--- config.mk ---
export PLATFORM = sky130hd
export DESIGN_NAME = ltmc_top
export DESIGN_NICKNAME = d
export VERILOG_FILES = /design/src/verilog/ltmc_pkg.sv /design/src/verilog/ltmc_stream_if.sv /design/src/verilog/ltmc_sync.sv /design/src/verilog/ltmc_fifo.sv /design/src/verilog/ltmc_top.sv
export SDC_FILE = /design/constraint.sdc
export NUM_CORES = 1
export LEC_CHECK = 0
export BUFFER_PORTS_ARGS = -buffer_cell sky130_fd_sc_hd__buf_2
export CAP_MARGIN = 30
export CORE_ASPECT_RATIO = 1.4
export CORE_MARGIN = 3
export CORE_UTILIZATION = 57
export CTS_BUF_LIST = sky130_fd_sc_hd__clkbuf_2 sky130_fd_sc_hd__clkbuf_4 sky130_fd_sc_hd__clkbuf_8
export CTS_CLUSTER_SIZE = 30
export DETAILED_ROUTE_END_ITERATION = 8
export PLACE_DENSITY = 0.85
export SYNTH_ARGS = -nofsm -noshare
export SYNTH_HDL_FRONTEND = slang
export SYNTH_SLANG_ARGS = --single-unit
--- constraint.sdc ---
create_clock -name mclk_in -period 7.71 [get_ports mclk_in]
set_input_delay 1.542 -clock mclk_in [delete_from_list [all_inputs] [get_ports mclk_in]]
set_output_delay 1.542 -clock mclk_in [all_outputs]
set_load 0.02 [all_outputs]
--- src/verilog/ltmc_pkg.sv ---
/*
 * shared constants, codes and helpers for the lin transceiver mode control.
 * assumes a 25 MHz core clock and an spi front end on the same clock.
 */
package ltmc_pkg;

	// core clock rate
	localparam int CLK_MHZ = 25;

	// enabling delay before the first dominant bit, in microseconds
	localparam int EN_DELAY_US = 10;
	// least time, whole cycles already
	localparam int EN_DELAY_CYC = EN_DELAY_US * CLK_MHZ;

	// dominant time needed for a bus wake, in microseconds
	localparam int WAKE_FILT_US = 150;
	localparam int WAKE_FILT_CYC = WAKE_FILT_US * CLK_MHZ;

	// counter width for both timers
	localparam int CNT_W = 12;
	localparam logic [CNT_W-1:0] EN_DELAY_CNT = CNT_W'(EN_DELAY_CYC);
	localparam logic [CNT_W-1:0] WAKE_FILT_CNT = CNT_W'(WAKE_FILT_CYC);

	// transceiver mode field
	localparam int MODE_W = 2;
	localparam logic [MODE_W-1:0] MODE_OFF = 2'h0;
	localparam logic [MODE_W-1:0] MODE_WAKE = 2'h1;
	localparam logic [MODE_W-1:0] MODE_RXO = 2'h2;
	localparam logic [MODE_W-1:0] MODE_NORM = 2'h3;
	localparam logic [MODE_W-1:0] MODE_RST = MODE_OFF;

	// chip operating mode codes
	localparam int CHIP_W = 3;
	localparam logic [CHIP_W-1:0] CHIP_INIT = 3'h0;
	localparam logic [CHIP_W-1:0] CHIP_NORMAL = 3'h1;
	localparam logic [CHIP_W-1:0] CHIP_STOP = 3'h2;
	localparam logic [CHIP_W-1:0] CHIP_SLEEP = 3'h3;
	localparam logic [CHIP_W-1:0] CHIP_RESTART = 3'h4;
	localparam logic [CHIP_W-1:0] CHIP_FAILSAFE = 3'h5;

	// edge log: level bit on top, gap count below
	localparam int EDGE_W = 16;
	localparam int EDGE_DEPTH = 16;
	localparam int GAP_W = 15;
	localparam logic [GAP_W-1:0] GAP_MAX = 15'h7FFF;

	// transceiver state, one-hot
	typedef enum logic [4:0] {
		ST_OFF = 5'h01,
		ST_NORM = 5'h02,
		ST_RXO = 5'h04,
		ST_ARMED = 5'h08,
		ST_WOKEN = 5'h10
	} ltmc_state_e;

	// whether a requested mode may be entered in this chip mode
	function automatic logic mode_allowed(input logic [MODE_W-1:0] m,
		input logic [CHIP_W-1:0] c);
		logic ok;
		ok = 1'b0;
		case (m)
			MODE_OFF: ok = 1'b1;
			MODE_NORM: ok = (c == CHIP_NORMAL);
			MODE_RXO: ok = (c == CHIP_NORMAL) || (c == CHIP_STOP);
			default: ok = (c == CHIP_NORMAL) || (c == CHIP_STOP) ||
				(c == CHIP_SLEEP) || (c == CHIP_RESTART);
		endcase
		return ok;
	endfunction

	// mode field value shown for a state
	function automatic logic [MODE_W-1:0] state_code(input ltmc_state_e s);
		logic [MODE_W-1:0] m;
		m = MODE_OFF;
		case (s)
			ST_NORM: m = MODE_NORM;
			ST_RXO: m = MODE_RXO;
			ST_ARMED: m = MODE_WAKE;
			ST_WOKEN: m = MODE_WAKE;
			default: m = MODE_OFF;
		endcase
		return m;
	endfunction

endpackage

--- src/verilog/ltmc_stream_if.sv ---
/*
 * valid/ready word stream between the mode control core and its fifo.
 * assumes both ends share one clock.
 */
`timescale 1ns/1ns
interface ltmc_stream_if #(parameter int W = 16);
	logic [W-1:0] data; // word carried
	logic valid; // word offered
	logic ready; // word accepted
	modport src (output data, output valid, input ready);
	modport snk (input data, input valid, output ready);
endinterface

--- src/verilog/ltmc_sync.sv ---
/*
 * two flip-flop synchroniser for asynchronous pins.
 * assumes pins idle at the reset value given.
 */
`timescale 1ns/1ns
module ltmc_sync #(
	parameter int W = 3,
	parameter logic [W-1:0] RST = '1
) (
	input wire logic mclk_in,
	input wire logic rst_n_in,
	input wire logic ce_in,
	input wire logic [W-1:0] d_in,
	output logic [W-1:0] q_out
);
	logic [W-1:0] meta_reg; // first stage, read only by q_out

	// two stages, frozen by the clock enable
	always_ff @(posedge mclk_in) begin
		if (!rst_n_in) begin
			meta_reg <= RST;
			q_out <= RST;
		end else if (ce_in) begin
			meta_reg <= d_in;
			q_out <= meta_reg;
		end
	end
endmodule

--- src/verilog/ltmc_fifo.sv ---
/*
 * word fifo with registered output stage and honest full and empty.
 * assumes DEPTH is a power of two; one clock with a clock enable.
 */
`timescale 1ns/1ns
module ltmc_fifo #(
	parameter int W = 16,
	parameter int DEPTH = 16
) (
	input wire logic mclk_in,
	input wire logic rst_n_in,
	input wire logic ce_in,
	ltmc_stream_if.snk wr_if,
	ltmc_stream_if.src rd_if
);
	localparam int PW = $clog2(DEPTH);
	logic [W-1:0] mem [DEPTH]; // storage
	logic [PW-1:0] wptr_reg; // write index
	logic [PW-1:0] rptr_reg; // read index
	logic [PW:0] count_reg; // words held in memory
	logic full; // no room left
	logic empty; // nothing stored
	logic push; // word taken in
	logic pop; // word moved to output stage

	assign full = (count_reg == (PW+1)'(DEPTH));
	assign empty = (count_reg == '0);
	assign wr_if.ready = !full;
	assign push = wr_if.valid && !full;
	assign pop = !empty && (!rd_if.valid || rd_if.ready);

	// storage write
	always_ff @(posedge mclk_in) begin
		if (ce_in && push) begin
			mem[wptr_reg] <= wr_if.data;
		end
	end

	// pointers and fill level
	always_ff @(posedge mclk_in) begin
		if (!rst_n_in) begin
			wptr_reg <= '0;
			rptr_reg <= '0;
			count_reg <= '0;
		end else if (ce_in) begin
			if (push) begin
				wptr_reg <= wptr_reg + 1'b1;
			end
			if (pop) begin
				rptr_reg <= rptr_reg + 1'b1;
			end
			if (push && !pop) begin
				count_reg <= count_reg + 1'b1;
			end else if (pop && !push) begin
				count_reg <= count_reg - 1'b1;
			end
		end
	end

	// output stage, held until the drain side accepts
	always_ff @(posedge mclk_in) begin
		if (!rst_n_in) begin
			rd_if.valid <= 1'b0;
			rd_if.data <= '0;
		end else if (ce_in) begin
			if (pop) begin
				rd_if.valid <= 1'b1;
				rd_if.data <= mem[rptr_reg];
			end else if (rd_if.ready) begin
				rd_if.valid <= 1'b0;
			end
		end
	end
endmodule

--- src/verilog/ltmc_top.sv ---
/*
 * digital mode control of a single-wire bus transceiver: mode state,
 * enabling delay, transmit gating, receive path, bus wake filter and a
 * log of received bus edges through a fifo.
 * assumes the spi front end, chip mode logic and edge reader share
 * mclk_in; tx, bus and chip select come from pins and are synchronised.
 */
`timescale 1ns/1ns
module ltmc_top (
	input wire logic mclk_in,
	input wire logic rst_n_in,
	input wire logic ce_in,
	input wire logic lin_tx_input_in,
	input wire logic bus_in,
	input wire logic cs_n_in,
	input wire logic [ltmc_pkg::MODE_W-1:0] mode_req_in,
	input wire logic mode_wr_in,
	input wire logic [ltmc_pkg::CHIP_W-1:0] chip_mode_in,
	input wire logic edge_ready_in,
	output logic bus_drv_out,
	output logic bus_oe_n_out,
	output logic lin_rx_output_out,
	output logic [ltmc_pkg::MODE_W-1:0] mode_out,
	output logic tx_enabled_out,
	output logic wake_evt_out,
	output logic [ltmc_pkg::EDGE_W-1:0] edge_data_out,
	output logic edge_valid_out,
	output logic edge_overflow_out
);
	import ltmc_pkg::*;

	logic tx_s; // synchronised transmit pin
	logic bus_s; // synchronised bus level, one bit
	logic cs_s; // synchronised chip select, low in frame
	logic cs_prev_reg; // chip select one cycle back
	logic cs_rise; // end of an spi frame
	logic req_pend_reg; // a mode write seen in this frame
	logic [MODE_W-1:0] req_mode_reg; // mode written in this frame
	logic apply; // request taken this cycle
	ltmc_state_e state_reg; // transceiver state
	ltmc_state_e state_next; // state for next cycle
	logic [CHIP_W-1:0] chip_prev_reg; // chip mode one cycle back
	logic chip_enter_rearm; // chip just moved to stop, sleep, fail-safe
	logic [CNT_W-1:0] en_cnt_reg; // enabling delay counter
	logic en_done; // enabling delay elapsed
	logic tx_armed_reg; // transmitter may follow tx
	logic dominant; // drive the bus dominant now
	logic seen_rec_reg; // recessive seen while armed
	logic [CNT_W-1:0] wk_cnt_reg; // dominant length while armed
	logic wake_done; // valid wake pattern ended
	logic bus_prev_reg; // bus level one cycle back
	logic [GAP_W-1:0] gap_reg; // cycles since last logged edge
	logic log_on; // edge logging active
	logic edge_push; // edge offered to fifo

	ltmc_stream_if #(.W(EDGE_W)) edge_wr_if ();
	ltmc_stream_if #(.W(EDGE_W)) edge_rd_if ();

	// pins cross into the clock domain here
	ltmc_sync #(.W(3), .RST(3'h7)) ltmc_sync_inst (
		.mclk_in(mclk_in),
		.rst_n_in(rst_n_in),
		.ce_in(ce_in),
		.d_in({lin_tx_input_in, bus_in, cs_n_in}),
		.q_out({tx_s, bus_s, cs_s})
	);

	// edge log buffer
	ltmc_fifo #(.W(EDGE_W), .DEPTH(EDGE_DEPTH)) ltmc_fifo_inst (
		.mclk_in(mclk_in),
		.rst_n_in(rst_n_in),
		.ce_in(ce_in),
		.wr_if(edge_wr_if),
		.rd_if(edge_rd_if)
	);

	// frame end and request acceptance
	assign cs_rise = cs_s && !cs_prev_reg;
	assign apply = cs_rise && req_pend_reg &&
		mode_allowed(req_mode_reg, chip_mode_in);
	assign chip_enter_rearm = (chip_mode_in != chip_prev_reg) &&
		((chip_mode_in == CHIP_STOP) || (chip_mode_in == CHIP_SLEEP) ||
		(chip_mode_in == CHIP_FAILSAFE));
	assign en_done = (en_cnt_reg == EN_DELAY_CNT);
	assign wake_done = (state_reg == ST_ARMED) && seen_rec_reg && bus_s &&
		(wk_cnt_reg == WAKE_FILT_CNT);

	// spi request capture, only inside a frame
	always_ff @(posedge mclk_in) begin
		if (!rst_n_in) begin
			cs_prev_reg <= 1'b1;
			req_pend_reg <= 1'b0;
			req_mode_reg <= MODE_RST;
		end else if (ce_in) begin
			cs_prev_reg <= cs_s;
			if (cs_rise) begin
				// frame over, request consumed either way
				req_pend_reg <= 1'b0;
			end else if (mode_wr_in && !cs_s) begin
				// only the spi bits choose the mode
				req_pend_reg <= 1'b1;
				req_mode_reg <= mode_req_in;
			end
		end
	end

	// next transceiver state
	always_comb begin
		state_next = state_reg;
		if (apply) begin
			case (req_mode_reg)
				// off is always reachable
				MODE_OFF: state_next = ST_OFF;
				MODE_NORM: state_next = ST_NORM;
				MODE_RXO: state_next = ST_RXO;
				default: begin
					// a woken transceiver must be toggled first
					if (state_reg != ST_WOKEN) begin
						state_next = ST_ARMED;
					end
				end
			endcase
		end else if (wake_done) begin
			// wake keeps the wake code in the mode field
			state_next = ST_WOKEN;
		end else begin
			case (state_reg)
				ST_NORM, ST_RXO: begin
					// normal and receive-only only in chip normal or stop
					if (chip_mode_in == CHIP_FAILSAFE) begin
						state_next = ST_ARMED;
					end else if ((chip_mode_in != CHIP_NORMAL) &&
						(chip_mode_in != CHIP_STOP)) begin
						state_next = ST_OFF;
					end
				end
				ST_OFF: begin
					// fail-safe forces wake capability on entry only,
					// so off chosen later in fail-safe stays off
					if ((chip_mode_in == CHIP_FAILSAFE) &&
						(chip_mode_in != chip_prev_reg)) begin
						state_next = ST_ARMED;
					end
				end
				ST_WOKEN: begin
					// automatic rearm on entry to a low-power mode
					if (chip_enter_rearm) begin
						state_next = ST_ARMED;
					end
				end
				default: state_next = state_reg;
			endcase
		end
	end

	// state and mode field, off after reset
	always_ff @(posedge mclk_in) begin
		if (!rst_n_in) begin
			state_reg <= ST_OFF;
			mode_out <= MODE_RST;
			chip_prev_reg <= CHIP_INIT;
		end else if (ce_in) begin
			state_reg <= state_next;
			mode_out <= state_code(state_next);
			chip_prev_reg <= chip_mode_in;
		end
	end

	// enabling delay, restarts on each entry to normal
	always_ff @(posedge mclk_in) begin
		if (!rst_n_in) begin
			en_cnt_reg <= '0;
			tx_armed_reg <= 1'b0;
		end else if (ce_in) begin
			if (state_reg != ST_NORM) begin
				en_cnt_reg <= '0;
				tx_armed_reg <= 1'b0;
			end else begin
				if (!en_done) begin
					en_cnt_reg <= en_cnt_reg + 1'b1;
				end
				// an early low tx waits for its return high
				if (en_done && tx_s) begin
					tx_armed_reg <= 1'b1;
				end
			end
		end
	end

	// transmit gating: only armed normal mode drives
	assign dominant = (state_reg == ST_NORM) && tx_armed_reg && !tx_s;

	// open-drain driver, enable low while pulling dominant
	always_ff @(posedge mclk_in) begin
		if (!rst_n_in) begin
			bus_oe_n_out <= 1'b1;
			bus_drv_out <= 1'b1;
			tx_enabled_out <= 1'b0;
		end else if (ce_in) begin
			// receive-only and off never drive
			bus_oe_n_out <= !dominant;
			bus_drv_out <= !dominant;
			tx_enabled_out <= (state_reg == ST_NORM) && tx_armed_reg;
		end
	end

	// receive output per mode
	always_ff @(posedge mclk_in) begin
		if (!rst_n_in) begin
			lin_rx_output_out <= 1'b1;
		end else if (ce_in) begin
			case (state_reg)
				// dominant low, recessive high
				ST_NORM, ST_RXO: lin_rx_output_out <= bus_s;
				// woken: held low until another mode is applied or a low-power chip mode rearms
				ST_WOKEN: lin_rx_output_out <= 1'b0;
				default: lin_rx_output_out <= 1'b1;
			endcase
		end
	end

	// bus wake filter, runs only while armed
	always_ff @(posedge mclk_in) begin
		if (!rst_n_in) begin
			seen_rec_reg <= 1'b0;
			wk_cnt_reg <= '0;
			wake_evt_out <= 1'b0;
		end else if (ce_in) begin
			wake_evt_out <= wake_done;
			if (state_reg != ST_ARMED) begin
				// off and other modes ignore the bus
				seen_rec_reg <= 1'b0;
				wk_cnt_reg <= '0;
			end else if (bus_s) begin
				// recessive: the next fall can start a pattern
				seen_rec_reg <= 1'b1;
				wk_cnt_reg <= '0;
			end else if (seen_rec_reg && (wk_cnt_reg != WAKE_FILT_CNT)) begin
				wk_cnt_reg <= wk_cnt_reg + 1'b1;
			end
		end
	end

	// edge log source
	assign log_on = (state_reg == ST_NORM) || (state_reg == ST_RXO);
	assign edge_push = log_on && (bus_s != bus_prev_reg);
	assign edge_wr_if.valid = edge_push;
	assign edge_wr_if.data = {bus_s, gap_reg};
	assign edge_rd_if.ready = edge_ready_in;
	assign edge_data_out = edge_rd_if.data;
	assign edge_valid_out = edge_rd_if.valid;

	// gap counter and overflow flag
	always_ff @(posedge mclk_in) begin
		if (!rst_n_in) begin
			bus_prev_reg <= 1'b1;
			gap_reg <= '0;
			edge_overflow_out <= 1'b0;
		end else if (ce_in) begin
			bus_prev_reg <= bus_s;
			if (edge_push) begin
				gap_reg <= '0;
			end else if (gap_reg != GAP_MAX) begin
				gap_reg <= gap_reg + 1'b1;
			end
			// lost edge wins over the clear on entering off
			if (edge_push && !edge_wr_if.ready) begin
				edge_overflow_out <= 1'b1;
			end else if (state_next == ST_OFF && state_reg != ST_OFF) begin
				edge_overflow_out <= 1'b0;
			end
		end
	end
endmodule

==> flow_metrics.tcl <==
set metrics [dict create \
    cts_tree "yes" \
    synth_seq_area_share_pct 66.4 \
    ant_nets 0 \
    syn_nets 978 \
    cp-end-kind "flop" \
    setup_tns_ps 0 \
    pre_cts_ws_ps 3400 \
    drive_gt1_share_pct 25.0 \
    hold_start "ltmc_fifo_inst.rd_if.data[2]" \
    post_cts_buffers 0 \
    switching_share_pct 25.0 \
    row_count 68 \
    syn_inst 950 \
    cp_max_fo 37 \
    regToRegSetupSlack_ps 4100 \
    grt_max_degree 68 \
    cap_viol_max_count 0 \
    wl_per_cell_um 21.9 \
    crit_type "in2reg" \
    hold_viol_final 0 \
    yosys_most_used_dff "edfxtp_1" \
    synth-edff-count 256 \
    syn2layout_area_growth_pct 11.7 \
    fmax_ghz 0.266 \
    post-route-util_pct 65.2 \
    critPathRequiredTime_ps 7900 \
    antenna_cells 0 \
    hold_path.class "reg2reg" \
    seqPwrFrac_pct 48.8 \
    post_drt_via_cell_ratio 6.14 \
    rr_startpoint "ltmc_sync_inst.q_out[1]" \
    slew_headroom_pct 30.6 \
    synth_cell_type_count 72 \
    p_int_uw 3270 \
    grt_overflow_total 0 \
    antenna_found_initial 0 \
    vdd_ir_drop_max_v 0.000191 \
    hold_buffers 0 \
    comb_power_share_pct 14.7 \
    path_common_cell "nand2_1" \
    crit_path_start_kind "input pin" \
    syn_area_um2 14500 \
    synth_top_area_share_pct 53.0 \
    holdPathEnd "ltmc_fifo_inst.rd_if.data[2]" \
    path_cells "buf_2, nand2_1, a21oi_2, nand2_1, nor2_2" \
    drc 0 \
    r2r_end "ltmc_fifo_inst.mem[10][12]" \
    yosys_warnings 0 \
    outcome "completed" \
    gp_congestion 0.873 \
    rsz0062_at_grt "no" \
    p_clk_share_pct 36.6 \
    num_io_pins 38 \
    post_dp_cell_area_um2 15000 \
    hold-path-cell-count 2 \
    syn_area_per_cell_um2 15.3 \
    hold_ws_ps 453 \
    fin_nets 1036 \
    clkLatencyLatePin_ps 580 \
    yosysTopAreaCell "edfxtp_1" \
    drtIter0Drc 667 \
    fp.dieW_um 141 \
    dpl.hpwl_mm 18.7 \
    max_stage_delay_ps 850 \
    p_leak_uw 0.00564 \
    synth.area.top_cells "edfxtp_1 (53%), dfxtp_1 (13%), mux4_2 (12%)" \
    period_share_pct 48.8 \
    fin_skew_ps 18.7 \
    cts_buffers 51 \
    worstPathArrival_ps 3950 \
    h-tree-depth 2 \
    setup_viol 0 \
    fp.dieH_um 195 \
    root_buffer "clkbuf_8" \
    port_buffers 37 \
    postCtsResizedCells 0 \
    postSynth.asyncResetShare_pct 0 \
    grt_pass1_wl_mm 47.3 \
    critical-path-slowest-cell "nor2_2" \
    dieArea_um2 27400 \
    via_count 8394 \
    worst_pin_slew_ps 1040 \
    coreArea_um2 24800 \
    p_sw_uw 1090 \
    routed_wl_mm 30.0 \
    grt_usage_pct 22.1 \
    clockBufferDepth 3 \
    powerDensity_nw_per_um2 269 \
    first_pass_iters 5 \
    clk_pin_slew_ps 60 \
    start_util_pct 58.4 \
    reg2regPathDepth 6 \
    fin_area_um2 16200 \
    setup_ws_ps 3950 \
    period_needed_ps 3760 \
    grt_pass1_vias 8506 \
    ys_ff_latch 353 \
    largest_reg_flops 256 \
    drv_slew 0 \
    cts_sinks 353 \
]
## logic make-up (layout without fill, tap and decap cells)
logic type,count (synthesis),in the layout,share of synthesized area (%)
simple gates,284,284,9.62
buf+inv,65,166,2.17
mux,95,95,13.5
fa+ha+maj,15,15,1.35
compound gates,94,94,4.26
xor+xnor,44,44,2.71
flops,353,353,66.4
## placed cells by master, fill, tap and decap left out, drive strengths merged, types with 6 or more instances in the layout
cell type and instances:
and3 8, inv 17, nor3 13, buf 53, xor2 27, mux4 80, nand3 22, edfxtp 256
ha 14, clkinv 10, nand4 11, mux2i 15, and2 6, nand2 82, clkbuf 82, a21oi 40
o21ai 21, xnor2 17, dfxtp 97, nor2 94, nand2b 9, or3 6
## final cells by class
type,count,area [um^2]
tap,315,394
fill,1684,8650
sequential,353,9630
inverter,17,63.8
multi-input combinational,532,4600
clock inverter,14,145
timing repair buffer,53,377
clock buffer,82,978
## per-layer routing
layer	global-route usage, %	vias to the layer above	part of all wire, %
met2	37.6	350	52
met1	28.8	4225	39
met4	7.94	0	3.1
met3	3.67	75	6.7
li1	-	3744	-
met5	0	-	0
## worst max-delay path: cells and delay by family
family | cells | cell delay, ps
buffers and inverters | 1 | 570
AND/OR/NAND/NOR | 3 | 1360
AO/OA/AOI/OAI | 1 | 460
## worst max-delay path by stage
stage / from / to / depth (start not counted)
after floorplan: ce_in / ltmc_fifo_inst.mem[3][0] / 5
after global placement: ce_in / en_cnt_reg[4] / 4
after detailed placement: ce_in / ltmc_fifo_inst.mem[11][12] / 5
after CTS: ce_in / ltmc_fifo_inst.mem[11][14] / 5
after global routing: ce_in / ltmc_fifo_inst.mem[7][4] / 5
final: ce_in / ltmc_fifo_inst.mem[10][12] / 5
## power groups by stage
stage | clock [uW] | sequential (uW) | combinational (uW)
after global placement | 0 | 2160 | 619
after detailed placement | 0 | 2160 | 642
after CTS | 1620 | 2130 | 646
after floorplan | 0 | 2160 | 470
final | 1590 | 2120 | 638
after global routing | 1710 | 2130 | 695
## cell usage after synthesis, types with 3 or more instances
| cell type | count |
|---|---|
| o21ai_0 | 13 |
| a211oi_1 | 3 |
| o21ai_1 | 6 |
| nand3_1 | 22 |
| clkbuf_1 | 26 |
| nor2_1 | 92 |
| nand2_1 | 82 |
| inv_1 | 16 |
| and4_1 | 5 |
| xnor2_1 | 17 |
| o31ai_1 | 3 |
| buf_2 | 7 |
| or3_1 | 6 |
| nand4_1 | 11 |
| and3_1 | 8 |
| ha_1 | 14 |
| edfxtp_1 | 256 |
| nand3b_1 | 5 |
| a21o_1 | 3 |
| nor4_1 | 4 |
| mux2i_1 | 15 |
| a21oi_1 | 38 |
| nand2b_1 | 9 |
| mux4_2 | 80 |
| buf_1 | 6 |
| or2_1 | 4 |
| and2_1 | 6 |
| nor3_1 | 13 |
| dfxtp_1 | 97 |
| buf_6 | 6 |
| xor2_1 | 26 |
## stage by stage
stage,std cells,power (uW)
final,1366,4360
after global routing,1366,4530
after CTS,1361,4390
after detailed placement,1265,2810
after global placement,1262,2780
after floorplan,950,2630
Note: power is estimated with default switching activity, not from simulation.
